### config.mk
export PLATFORM = sky130hd
export DESIGN_NAME = conditional_branch_unit
export DESIGN_NICKNAME = d
export VERILOG_FILES = /design/src/design/branch_pkg.sv /design/src/design/branch_cond_eval.sv /design/src/design/conditional_branch_unit.sv
export SDC_FILE = /design/constraint.sdc
export NUM_CORES = 1
export LEC_CHECK = 0
export BUFFER_PORTS_ARGS = -buffer_cell sky130_fd_sc_hd__buf_4
export CAP_MARGIN = 20
export CORE_ASPECT_RATIO = 0.9
export CORE_MARGIN = 3
export CORE_UTILIZATION = 40
export CTS_BUF_LIST = sky130_fd_sc_hd__clkbuf_4 sky130_fd_sc_hd__clkbuf_8
export DETAILED_ROUTE_END_ITERATION = 10
export GPL_TIMING_DRIVEN = 0
export PLACE_DENSITY = 0.59
export REMOVE_ABC_BUFFERS = 1
export SYNTH_ARGS = -nofsm -noshare
export SYNTH_HDL_FRONTEND = slang
export SYNTH_SLANG_ARGS = --single-unit
### constraint.sdc
create_clock -name core_clk_i -period 2.8 [get_ports core_clk_i]
set_input_delay 0.14 -clock core_clk_i [delete_from_list [all_inputs] [get_ports core_clk_i]]
set_output_delay 0.14 -clock core_clk_i [all_outputs]
set_load 0.005 [all_outputs]
### src/design/branch_pkg.sv
package branch_pkg;

	// Status register flag positions
	localparam int FLAG_C = 0;
	localparam int FLAG_Z = 1;
	localparam int FLAG_N = 2;
	localparam int FLAG_V = 3;
	localparam int FLAG_S = 4;
	localparam int FLAG_H = 5;
	localparam int FLAG_T = 6;
	localparam int FLAG_I = 7;
	localparam int FLAGS_W = 8;

	localparam int OFFSET_W = 7;

	// Register byte offsets
	localparam logic [7:0] REG_CTRL = 8'h00;
	localparam logic [7:0] REG_STATUS = 8'h04;
	localparam logic [7:0] REG_TAKEN_CNT = 8'h08;
	localparam logic [7:0] REG_SKIP_CNT = 8'h0C;
	localparam logic [7:0] REG_LAST_TARGET = 8'h10;

	// Field positions
	localparam int CTRL_ENABLE_BIT = 0;
	localparam int STATUS_BUSY_BIT = 1;
	localparam int STATUS_TAKEN_BIT = 0;

	// Reset values
	localparam logic CTRL_ENABLE_RST = 1'b1;
	localparam logic [15:0] CNT_RST = 16'h0000;

	// Cycles spent per outcome
	localparam int CYCLES_NOT_TAKEN = 1;
	localparam int CYCLES_TAKEN = 2;

	typedef enum logic [3:0] {
		branch_equal = 4'h0,
		branch_not_equal = 4'h1,
		branch_carry_set = 4'h2,
		branch_carry_clear = 4'h3,
		branch_same_or_higher = 4'h4,
		branch_lower = 4'h5,
		branch_minus = 4'h6,
		branch_plus = 4'h7,
		branch_signed_ge = 4'h8,
		branch_signed_lt = 4'h9,
		branch_halfcarry_set = 4'hA,
		branch_halfcarry_clear = 4'hB
	} cond_e;

	// Gray along idle -> redirect -> idle
	typedef enum logic [1:0] {
		ST_IDLE = 2'h0,
		ST_REDIRECT = 2'h1
	} state_e;

	typedef struct packed {
		cond_e cond;
		logic [OFFSET_W-1:0] offset;
	} branch_req_s;

	typedef struct packed {
		logic psel;
		logic penable;
		logic pwrite;
		logic [7:0] paddr;
		logic [31:0] pwdata;
	} apb_req_s;

endpackage

### src/design/branch_cond_eval.sv
module branch_cond_eval (
	// Condition select and flags
	input wire branch_pkg::cond_e cond_i,
	input wire logic [branch_pkg::FLAGS_W-1:0] flags_i,
	// Outcome
	output logic taken_o,
	output logic legal_o
);

	logic n_xor_v;

	assign n_xor_v = flags_i[branch_pkg::FLAG_N] ^ flags_i[branch_pkg::FLAG_V];

	always_comb begin
		taken_o = 1'b0;
		legal_o = 1'b1;
		case (cond_i)
			branch_pkg::branch_equal: taken_o = flags_i[branch_pkg::FLAG_Z];
			branch_pkg::branch_not_equal: taken_o = ~flags_i[branch_pkg::FLAG_Z];
			branch_pkg::branch_carry_set: taken_o = flags_i[branch_pkg::FLAG_C];
			branch_pkg::branch_carry_clear: taken_o = ~flags_i[branch_pkg::FLAG_C];
			branch_pkg::branch_same_or_higher: taken_o = ~flags_i[branch_pkg::FLAG_C];
			branch_pkg::branch_lower: taken_o = flags_i[branch_pkg::FLAG_C];
			branch_pkg::branch_minus: taken_o = flags_i[branch_pkg::FLAG_N];
			branch_pkg::branch_plus: taken_o = ~flags_i[branch_pkg::FLAG_N];
			branch_pkg::branch_signed_ge: taken_o = ~n_xor_v;
			branch_pkg::branch_signed_lt: taken_o = n_xor_v;
			branch_pkg::branch_halfcarry_set: taken_o = flags_i[branch_pkg::FLAG_H];
			branch_pkg::branch_halfcarry_clear: taken_o = ~flags_i[branch_pkg::FLAG_H];
			default: begin
				taken_o = 1'b0;
				legal_o = 1'b0;
			end
		endcase
	end

endmodule

### src/design/conditional_branch_unit.sv
// Behaviour
// - Taken branch loads program_counter with counter plus offset plus one.
// - Each branch completes in one or two clocks by outcome.
// - No status flag is ever written by a branch.
// - Equal branch taken exactly when zero flag set.
// - Not-equal branch taken exactly when zero flag clear.
// - Carry-set taken on carry one; carry-clear taken on carry zero.
// - Same-or-higher branch taken exactly when carry clear.
// - Lower branch taken exactly when carry set.
// - Minus branch taken exactly when negative flag set.
// - Plus branch taken exactly when negative flag clear.
// - Signed greater-or-equal taken when negative xor overflow is zero.
// - Signed less-than taken when negative xor overflow is one.
// - Half-carry-set branch taken exactly when half carry set.
// - Half-carry-clear branch taken exactly when half carry clear.
//
// Register access over APB and the placing of the registers are this design's own decisions.
module conditional_branch_unit #(
	parameter int PC_W = 16
) (
	// Clock and reset
	input wire logic core_clk_i,
	input wire logic rstn_i,
	// Branch request
	input wire logic req_valid_i,
	input wire branch_pkg::branch_req_s req_i,
	input wire logic [PC_W-1:0] program_counter_i,
	output logic req_ready_o,
	// Status register
	input wire logic [branch_pkg::FLAGS_W-1:0] flags_i,
	output logic flags_we_o,
	// Program counter update
	output logic done_o,
	output logic taken_o,
	output logic program_counter_load_o,
	output logic [PC_W-1:0] program_counter_o,
	// APB slave
	input wire logic psel_i,
	input wire logic penable_i,
	input wire logic pwrite_i,
	input wire logic [7:0] paddr_i,
	input wire logic [31:0] pwdata_i,
	output logic [31:0] prdata_o,
	output logic pready_o,
	output logic pslverr_o
);

	generate
		if (PC_W < 8 || PC_W > 32) begin : g_bad_width
			$error("PC_W must lie between 8 and 32");
		end
	endgenerate

	typedef struct packed {
		branch_pkg::state_e fsm;
		logic enable;
		logic done;
		logic taken;
		logic last_taken;
		logic pc_load;
		logic [PC_W-1:0] pc_out;
		logic [PC_W-1:0] target;
		logic [PC_W-1:0] last_target;
		logic [15:0] taken_cnt;
		logic [15:0] skip_cnt;
		logic [31:0] prdata;
	} state_s;

	state_s st;
	state_s next_st;

	branch_pkg::apb_req_s apb;
	logic cond_taken;
	logic cond_legal;
	logic accept;
	logic apb_setup;
	logic apb_write;
	logic addr_hit;

	function automatic logic [PC_W-1:0] sext_offset(input logic [branch_pkg::OFFSET_W-1:0] k);
		sext_offset = {{(PC_W - branch_pkg::OFFSET_W){k[branch_pkg::OFFSET_W-1]}}, k};
	endfunction

	function automatic logic [PC_W-1:0] branch_target(
		input logic [PC_W-1:0] pc,
		input logic [branch_pkg::OFFSET_W-1:0] k
	);
		logic [PC_W-1:0] one;
		one = {{(PC_W - 1){1'b0}}, 1'b1};
		branch_target = pc + sext_offset(k) + one;
	endfunction

	function automatic logic known_addr(input logic [7:0] a);
		known_addr = (a == branch_pkg::REG_CTRL) || (a == branch_pkg::REG_STATUS) ||
			(a == branch_pkg::REG_TAKEN_CNT) || (a == branch_pkg::REG_SKIP_CNT) ||
			(a == branch_pkg::REG_LAST_TARGET);
	endfunction

	function automatic logic [15:0] sat_inc(input logic [15:0] v);
		sat_inc = (v == 16'hFFFF) ? v : v + 16'h0001;
	endfunction

	branch_cond_eval u_eval (
		.cond_i(req_i.cond),
		.flags_i(flags_i),
		.taken_o(cond_taken),
		.legal_o(cond_legal)
	);

	assign apb.psel = psel_i;
	assign apb.penable = penable_i;
	assign apb.pwrite = pwrite_i;
	assign apb.paddr = paddr_i;
	assign apb.pwdata = pwdata_i;

	// Only idle and enabled units take a request
	assign req_ready_o = st.enable && (st.fsm == branch_pkg::ST_IDLE);
	assign accept = req_valid_i && req_ready_o;

	assign apb_setup = apb.psel && !apb.penable;
	assign apb_write = apb.psel && apb.penable && apb.pwrite;
	assign addr_hit = known_addr(apb.paddr);

	// Read data is latched in setup, so the access phase never waits
	assign pready_o = 1'b1;
	assign pslverr_o = apb.psel && apb.penable && !addr_hit;
	assign prdata_o = st.prdata;

	assign flags_we_o = 1'b0;
	assign done_o = st.done;
	assign taken_o = st.taken;
	assign program_counter_load_o = st.pc_load;
	assign program_counter_o = st.pc_out;

	always_comb begin
		next_st = st;
		next_st.done = 1'b0;
		next_st.taken = 1'b0;
		next_st.pc_load = 1'b0;

		case (st.fsm)
			branch_pkg::ST_IDLE: begin
				if (accept) begin
					next_st.target = branch_target(program_counter_i, req_i.offset);
					if (cond_taken && cond_legal) begin
						next_st.fsm = branch_pkg::ST_REDIRECT;
					end else begin
						next_st.done = 1'b1;
						next_st.pc_out = program_counter_i + {{(PC_W - 1){1'b0}}, 1'b1};
						next_st.last_taken = 1'b0;
						next_st.skip_cnt = sat_inc(st.skip_cnt);
					end
				end
			end
			branch_pkg::ST_REDIRECT: begin
				next_st.fsm = branch_pkg::ST_IDLE;
				next_st.done = 1'b1;
				next_st.taken = 1'b1;
				next_st.pc_load = 1'b1;
				next_st.pc_out = st.target;
				next_st.last_taken = 1'b1;
				next_st.last_target = st.target;
				next_st.taken_cnt = sat_inc(st.taken_cnt);
			end
			default: begin
				next_st.fsm = branch_pkg::ST_IDLE;
			end
		endcase

		// Register writes; a write to the counters clears them
		if (apb_write) begin
			case (apb.paddr)
				branch_pkg::REG_CTRL: next_st.enable = apb.pwdata[branch_pkg::CTRL_ENABLE_BIT];
				branch_pkg::REG_TAKEN_CNT: next_st.taken_cnt = branch_pkg::CNT_RST;
				branch_pkg::REG_SKIP_CNT: next_st.skip_cnt = branch_pkg::CNT_RST;
				default: begin
				end
			endcase
		end

		if (apb_setup && !apb.pwrite) begin
			case (apb.paddr)
				branch_pkg::REG_CTRL:
					next_st.prdata = {31'h00000000, st.enable};
				branch_pkg::REG_STATUS:
					next_st.prdata = {30'h00000000, st.fsm != branch_pkg::ST_IDLE, st.last_taken};
				branch_pkg::REG_TAKEN_CNT:
					next_st.prdata = {16'h0000, st.taken_cnt};
				branch_pkg::REG_SKIP_CNT:
					next_st.prdata = {16'h0000, st.skip_cnt};
				branch_pkg::REG_LAST_TARGET:
					next_st.prdata = 32'(st.last_target);
				default:
					next_st.prdata = 32'h00000000;
			endcase
		end
	end

	always_ff @(posedge core_clk_i) begin
		if (!rstn_i) begin
			st <= '0;
			st.fsm <= branch_pkg::ST_IDLE;
			st.enable <= branch_pkg::CTRL_ENABLE_RST;
			st.taken_cnt <= branch_pkg::CNT_RST;
			st.skip_cnt <= branch_pkg::CNT_RST;
		end else begin
			st <= next_st;
		end
	end

endmodule

======== Word-level counts from Yosys, hierarchy flattened ========
Index checks and enable logic that the tools add are counted.
storage, ports and cells
  bits in registers ....................... 117
  output and inout bits ................... 55
  word-level logic and storage cells ...... 90
cells by class
  add/sub/neg operators ................... 5
  reduce and logical (&&, ||, !) cells .... 27
  eq/ne operators ......................... 19
  multiplexer cells ....................... 22
  bitwise operators ....................... 6
operator list
  kind                                                             number
  16-bit 2-to-1 mux                                                9
  16-bit case mux with 5 select lines                              1
  16-bit by 1-bit adder with 16-bit output, second input constant  4
  32-bit 2-to-1 mux                                                2
  16-bit == test, second input constant                            2
  16-bit case mux with 2 select lines                              1
  16-bit adder                                                     1
  4-bit by 3-bit == test with 1-bit output, second input constant  4
  4-bit == test, second input constant                             4
  8-bit by 4-bit == test with 1-bit output, second input constant  2
  12-bit OR reduction                                              1
  1-bit case mux with 10 select lines                              1
  4-bit by 2-bit == test with 1-bit output, second input constant  2
  8-bit by 3-bit == test with 1-bit output, second input constant  1
  8-bit by 5-bit == test with 1-bit output, second input constant  1
  1-bit logical AND                                                8
  8-bit zero test                                                  1
  2-bit AND reduction                                              4
  1-bit 2-to-1 mux                                                 6
  1-bit inverter                                                   5
  4-bit by 1-bit == test with 1-bit output, second input constant  1
  4-bit zero test                                                  1
  1-bit logical OR                                                 4
  2-bit != test, second input constant                             2
  other kinds (7)                                                  11

======== Depth between registers and ports, before layout ========
  word-level depth ........................ 9
  mapped depth ............................ 10
  gate-level depth less buffers ........... 10

======== Cells and area by module ========
From an unflattened synthesis, not the netlist that was laid out.
second synthesis, totals
  cells, all modules ...................... 696
  area total of the unflattened synthesis .. 5801.8 um^2
by module, submodules not included
  module                   area each (um^2)  times used  seq. area each (um^2)  cells each
  conditional_branch_unit  5695.5            1           2021.9                 683
  branch_cond_eval         106.4             1           0.0                    13

======== Worst setup path before layout ========
No wires, ideal clock.
  kind .................................... input to register
  start ................................... input port program_counter_i[0]
  end ..................................... register st[90] (netlist name)
  setup time .............................. 0.086 ns
  data required time ...................... 2.714 ns
  path slack .............................. 0.579 ns
  path buffers ............................ 0
  arrival ................................. 2.135 ns
  stages .................................. 10
  path through ............................ inv_1 > ha_1 > inv_1 > fa_1 > a21o_1 > a221oi_1 > o21ai_0 > o31ai_1 > xor2_1 > a211oi_1
between the ends
  cells in the longest elaborated chain, start to end .. 2
RTL lines
  what                                      RTL line                        source
  from (decl)                               conditional_branch_unit.sv:27   input wire logic [PC_W-1:0] program_counter_i,
  16-bit adder                              conditional_branch_unit.sv:90   branch_target = pc + sext_offset(k) + one;
  16-bit by 1-bit adder with 16-bit output  conditional_branch_unit.sv:90
  to (signal assigned)                      conditional_branch_unit.sv:207  st <= next_st;
  to (decl)                                 conditional_branch_unit.sv:69   state_s st;
Every way passes these cells.
A chain may end at the register's enable or synchronous reset.

======== Worst setup path after layout ========
  start ................................... register st[117] (netlist name)
  end ..................................... register st[38] (netlist name)
between the ends
  cells in the longest elaborated chain, start to end .. 7
RTL lines
  what                 RTL line                                                        source
  2-bit zero test *    conditional_branch_unit.sv:117, conditional_branch_unit.sv:141
  1-bit logical AND    conditional_branch_unit.sv:117                                  assign req_ready_o = st.enable && (st.fsm == branch_pkg::ST_IDLE);
  1-bit logical AND    conditional_branch_unit.sv:118                                  assign accept = req_valid_i && req_ready_o;
  16-bit 2-to-1 mux    conditional_branch_unit.sv:143                                  if (accept) begin
  16-bit 2-to-1 mux *  conditional_branch_unit.sv:141                                  case (st.fsm)
  16-bit 2-to-1 mux    conditional_branch_unit.sv:172                                  case (apb.paddr)
  32-bit 2-to-1 mux *  conditional_branch_unit.sv:171                                  if (apb_write) begin
Every way passes the cells marked *; elsewhere a longest branch is shown, timed or not.

==> metrics.yaml <==
run_status:
  outcome: "finished, final reports clean"
layout:
  stdcell_count: 951
  layout.nets: 853
  layout_fillers: 1421
  flow.area_growth_from_synthesis_pct: 11.57
  drive_gt1_frac: 0.1583
  multi_input_comb_area_sq_um: 3445
  postLayoutCoreUtil: 0.4662
  antennaDiodeCount: 0
  sequential_cell_area_sq_um: 2022
global_route:
  grt_start_max_net_pins: 49
  globalRoute.totalOverflow: 0
  track_usage: 0.1869
  antenna_found_initial: 0
  grt_pass1_wl_um: 24890
  first_global_vias: 5048
synth:
  number_of_enable_type_register_cells_in_the_synthesized_netlist: 0
  synth_area_leaders: "sky130_fd_sc_hd__dfxtp_1, sky130_fd_sc_hd__buf_4, sky130_fd_sc_hd__a21oi_1"
  largest_family_of_logic_cells_by_synthesized_area: "compound AO/OA/AOI/OAI gates"
  synth_flop_cell: "sky130_fd_sc_hd__dfxtp_1"
  synthCells: 726
  synth_most_common_cell: "sky130_fd_sc_hd__dfxtp_1"
  ys_seq_area_frac: 0.3369
  synth-simple-area-share: 0.2033
  postSynthRegisterBits: 101
  synth_top_area_cell: "sky130_fd_sc_hd__dfxtp_1"
  fraction_of_synthesized_cell_area_taken_by_the_top_area_cell_type: 0.3369
  synth.cell_area_sq_um: 6002
  yosys-top-cells-count: "sky130_fd_sc_hd__dfxtp_1, sky130_fd_sc_hd__nand2_1, sky130_fd_sc_hd__nor2_1"
  synth_adder_area_share: 0.04086
  share_of_synthesized_registers_carrying_an_async_set_or_reset: 0
  post_synth_xor_area_fraction: 0.05691
  mapped_avg_cell_area_sq_um: 8.267
  post_synth_mux_area_share: 0.02168
  count_of_different_cell_masters_after_synthesis: 66
  synth_warnings: 0
  synth-compound-area-share: 0.2358
hold_path:
  min_path_cells: 2
  holdCritPathClass: "input pin to register"
  timing.hold.worst.start: "rstn_i"
power:
  total_switching_power_uw: 918.3
  irDropWorstVdd_mv: 0.2055
  power.internal_mw: 2.069
  swShare: 0.3074
  power.share.clock: 0.300
  share_seq_of_total_power: 0.513
  leakage_nw: 2.518
  power_density_nw_per_um2: 446.1
  portion_of_total_power_attributed_to_combinational_logic: 0.188
sta:
  fin_skew_ns: 0.01964
  fin_crit_sh: 0.8990
  fin_ws_ns: 0.2827
  setup_repair_after_global_routing_missed_its_margin: "false"
  max-slew-margin-rel: 0.2700
  timing_worst_slew_pin_value_ns: 1.091
  drv_slew: 0
  setup_viol_count_final: 0
  whs_ns: 0.06131
  post-route-min-period_ns: 2.517
  fin_tns_setup_ns: 0
  fmax_mhz: 397.2
  timing.final.hold_violations: 0
placed_design:
  place_congestion: 0.9096
  place.detailed.hpwl_um: 11430
  pre_cts_ws_ns: 0.0004614
  numPlacedInstances: 934
  numPortBuffers: 83
die:
  die-area_sq_um: 16510
  die_h_um: 122.2
  row_count: 41
  floorplan.initialDensity: 0.4179
  boundaryPins: 136
  x_dimension_of_the_die_um: 135.1
  floorplan.core_area_sq_um: 14360
worst_setup_path:
  cp_max_fo: 17
  timing.rr.start: "st[117]$_SDFFE_PN0P_"
  crit_path_start_kind: "register"
  critical_path.endpoint_type: "register"
  worstRegToRegCells: 5
  critPathRequiredTime_ns: 3.12
  startpoint: "st[117]$_SDFFE_PN0P_"
  timing.critical_path.arrival_ns: 2.84
  timing.setup.critical_path_class: "register to register"
cts:
  cts_tree: "done"
  clk_transition_reported_paths_ns: 0.10
  clock_insertion_delay_worst_skew_ns: 0.39
  clock_tree.htree_level_count: 3
  post-cts-setup-buffer-count: 0
  numClockSinks: 101
  ctsRootBufferMaster: "sky130_fd_sc_hd__clkbuf_8"
  tritoncts.num_buffers: 9
  cts.path.max_buffers: 2
detailed_routing:
  route.detailed.vias_per_inst: 5.658
  antenna_left: 0
  first_iter_violations: 395
  drc: 0
  detailroute.via_count: 5381
  detailedRoute.firstPassIterationCount: 5
  wirelength_um: 15640
  routedWlPerCell_um: 16.45
flow_run:
  max_cap_viol_count: 0
==> layout by cell type, fill, tap and decap left out, drive strengths merged, types with 6 or more instances in the layout <==
cell,n
dfxtp,101
buf,89
nand2,65
nor2,60
a21oi,49
nand3,33
a22oi,32
o21ai,27
xnor2,20
xor2,19
ha,18
conb,18
and3,17
nor3,16
o2bb2ai,15
nand4,14
mux2i,13
inv,12
or3,9
o211ai,9
clkbuf,9
a221o,8
o31ai,8
o31a,7
a21o,7
a211oi,7
nor2b,6
==> logic make-up (layout without fill, tap and decap cells) <==
family          count (synthesis)  in the layout
compound gates                200            200
xor+xnor                       39             39
fa+ha+maj                      19             19
buf+inv                       102            118
flops                         101            101
mux                            13             13
other cells                     2             18
simple gates                  250            250
==> what timing repair did <==
action	in CTS	in global routing
hold buffers	1	0
endpoints found under the hold margin	1	0
gates resized for setup	0	2
setup endpoints to repair	0	6
==> state kept, by name, indices dropped and copies added (netlist names) <==
name / flops
st: 67
prdata_o: 16
program_counter_o: 16
done_o: 1
program_counter_load_o: 1
==> stage by stage <==
stage,cell area (sq um),total power [mW]
4_1_cts,6688,3.024
5_1_grt,6696,3.158
2_1_floorplan,5487,1.873
3_3_place_gp,6351,2.083
6_report,6696,2.987
3_5_place_dp,6492,2.120
==> area by class of cell <==
| cell class | instances | share of cell area |
|---|---|---|
| flip-flops and latches | 101 | 0.3019 |
| clock inverters | 7 | 0.009155 |
| inverters | 12 | 0.007287 |
| well taps | 193 | 0.03606 |
| repair buffers | 90 | 0.1127 |
| clock buffers | 9 | 0.01850 |
| multi-input cells | 539 | 0.5144 |
==> power by group through the flow <==
| stage | Combinational, mW | Clock, mW | Sequential (mW) |
|---|---|---|---|
| 4_1_cts | 0.559 | 0.932 | 1.53 |
| 5_1_grt | 0.620 | 0.998 | 1.54 |
| 3_3_place_gp | 0.516 | 0 | 1.57 |
| 6_report | 0.561 | 0.895 | 1.53 |
| 2_1_floorplan | 0.316 | 0 | 1.56 |
| 3_5_place_dp | 0.556 | 0 | 1.56 |
==> final timing paths <==
path / end / slack (ns)
setup / recovery: st[38]$_SDFF_PN0_ / 0.28
hold / removal: st[116]$_SDFFE_PN1P_ / 0.06
setup reg to reg: st[38]$_SDFF_PN0_ / 0.28
hold reg to reg: st[85]$_SDFFE_PN0P_ / 0.46
==> per-layer routing <==
metal	wire, um	track usage
met2	7065	0.2929
met5	0	0
met4	323	0.06864
met1	7383	0.2524
met3	870	0.04344
==> critical path, stage by stage (launching register included) <==
cell	delay (ns)
sky130_fd_sc_hd__dfxtp_1	0.52
sky130_fd_sc_hd__nor2b_1	0.27
sky130_fd_sc_hd__and2_1	0.67
sky130_fd_sc_hd__nand2_1	0.36
sky130_fd_sc_hd__or4_1	0.48
sky130_fd_sc_hd__a21oi_1	0.15
No activity file was read; power rests on OpenSTA's default activity.
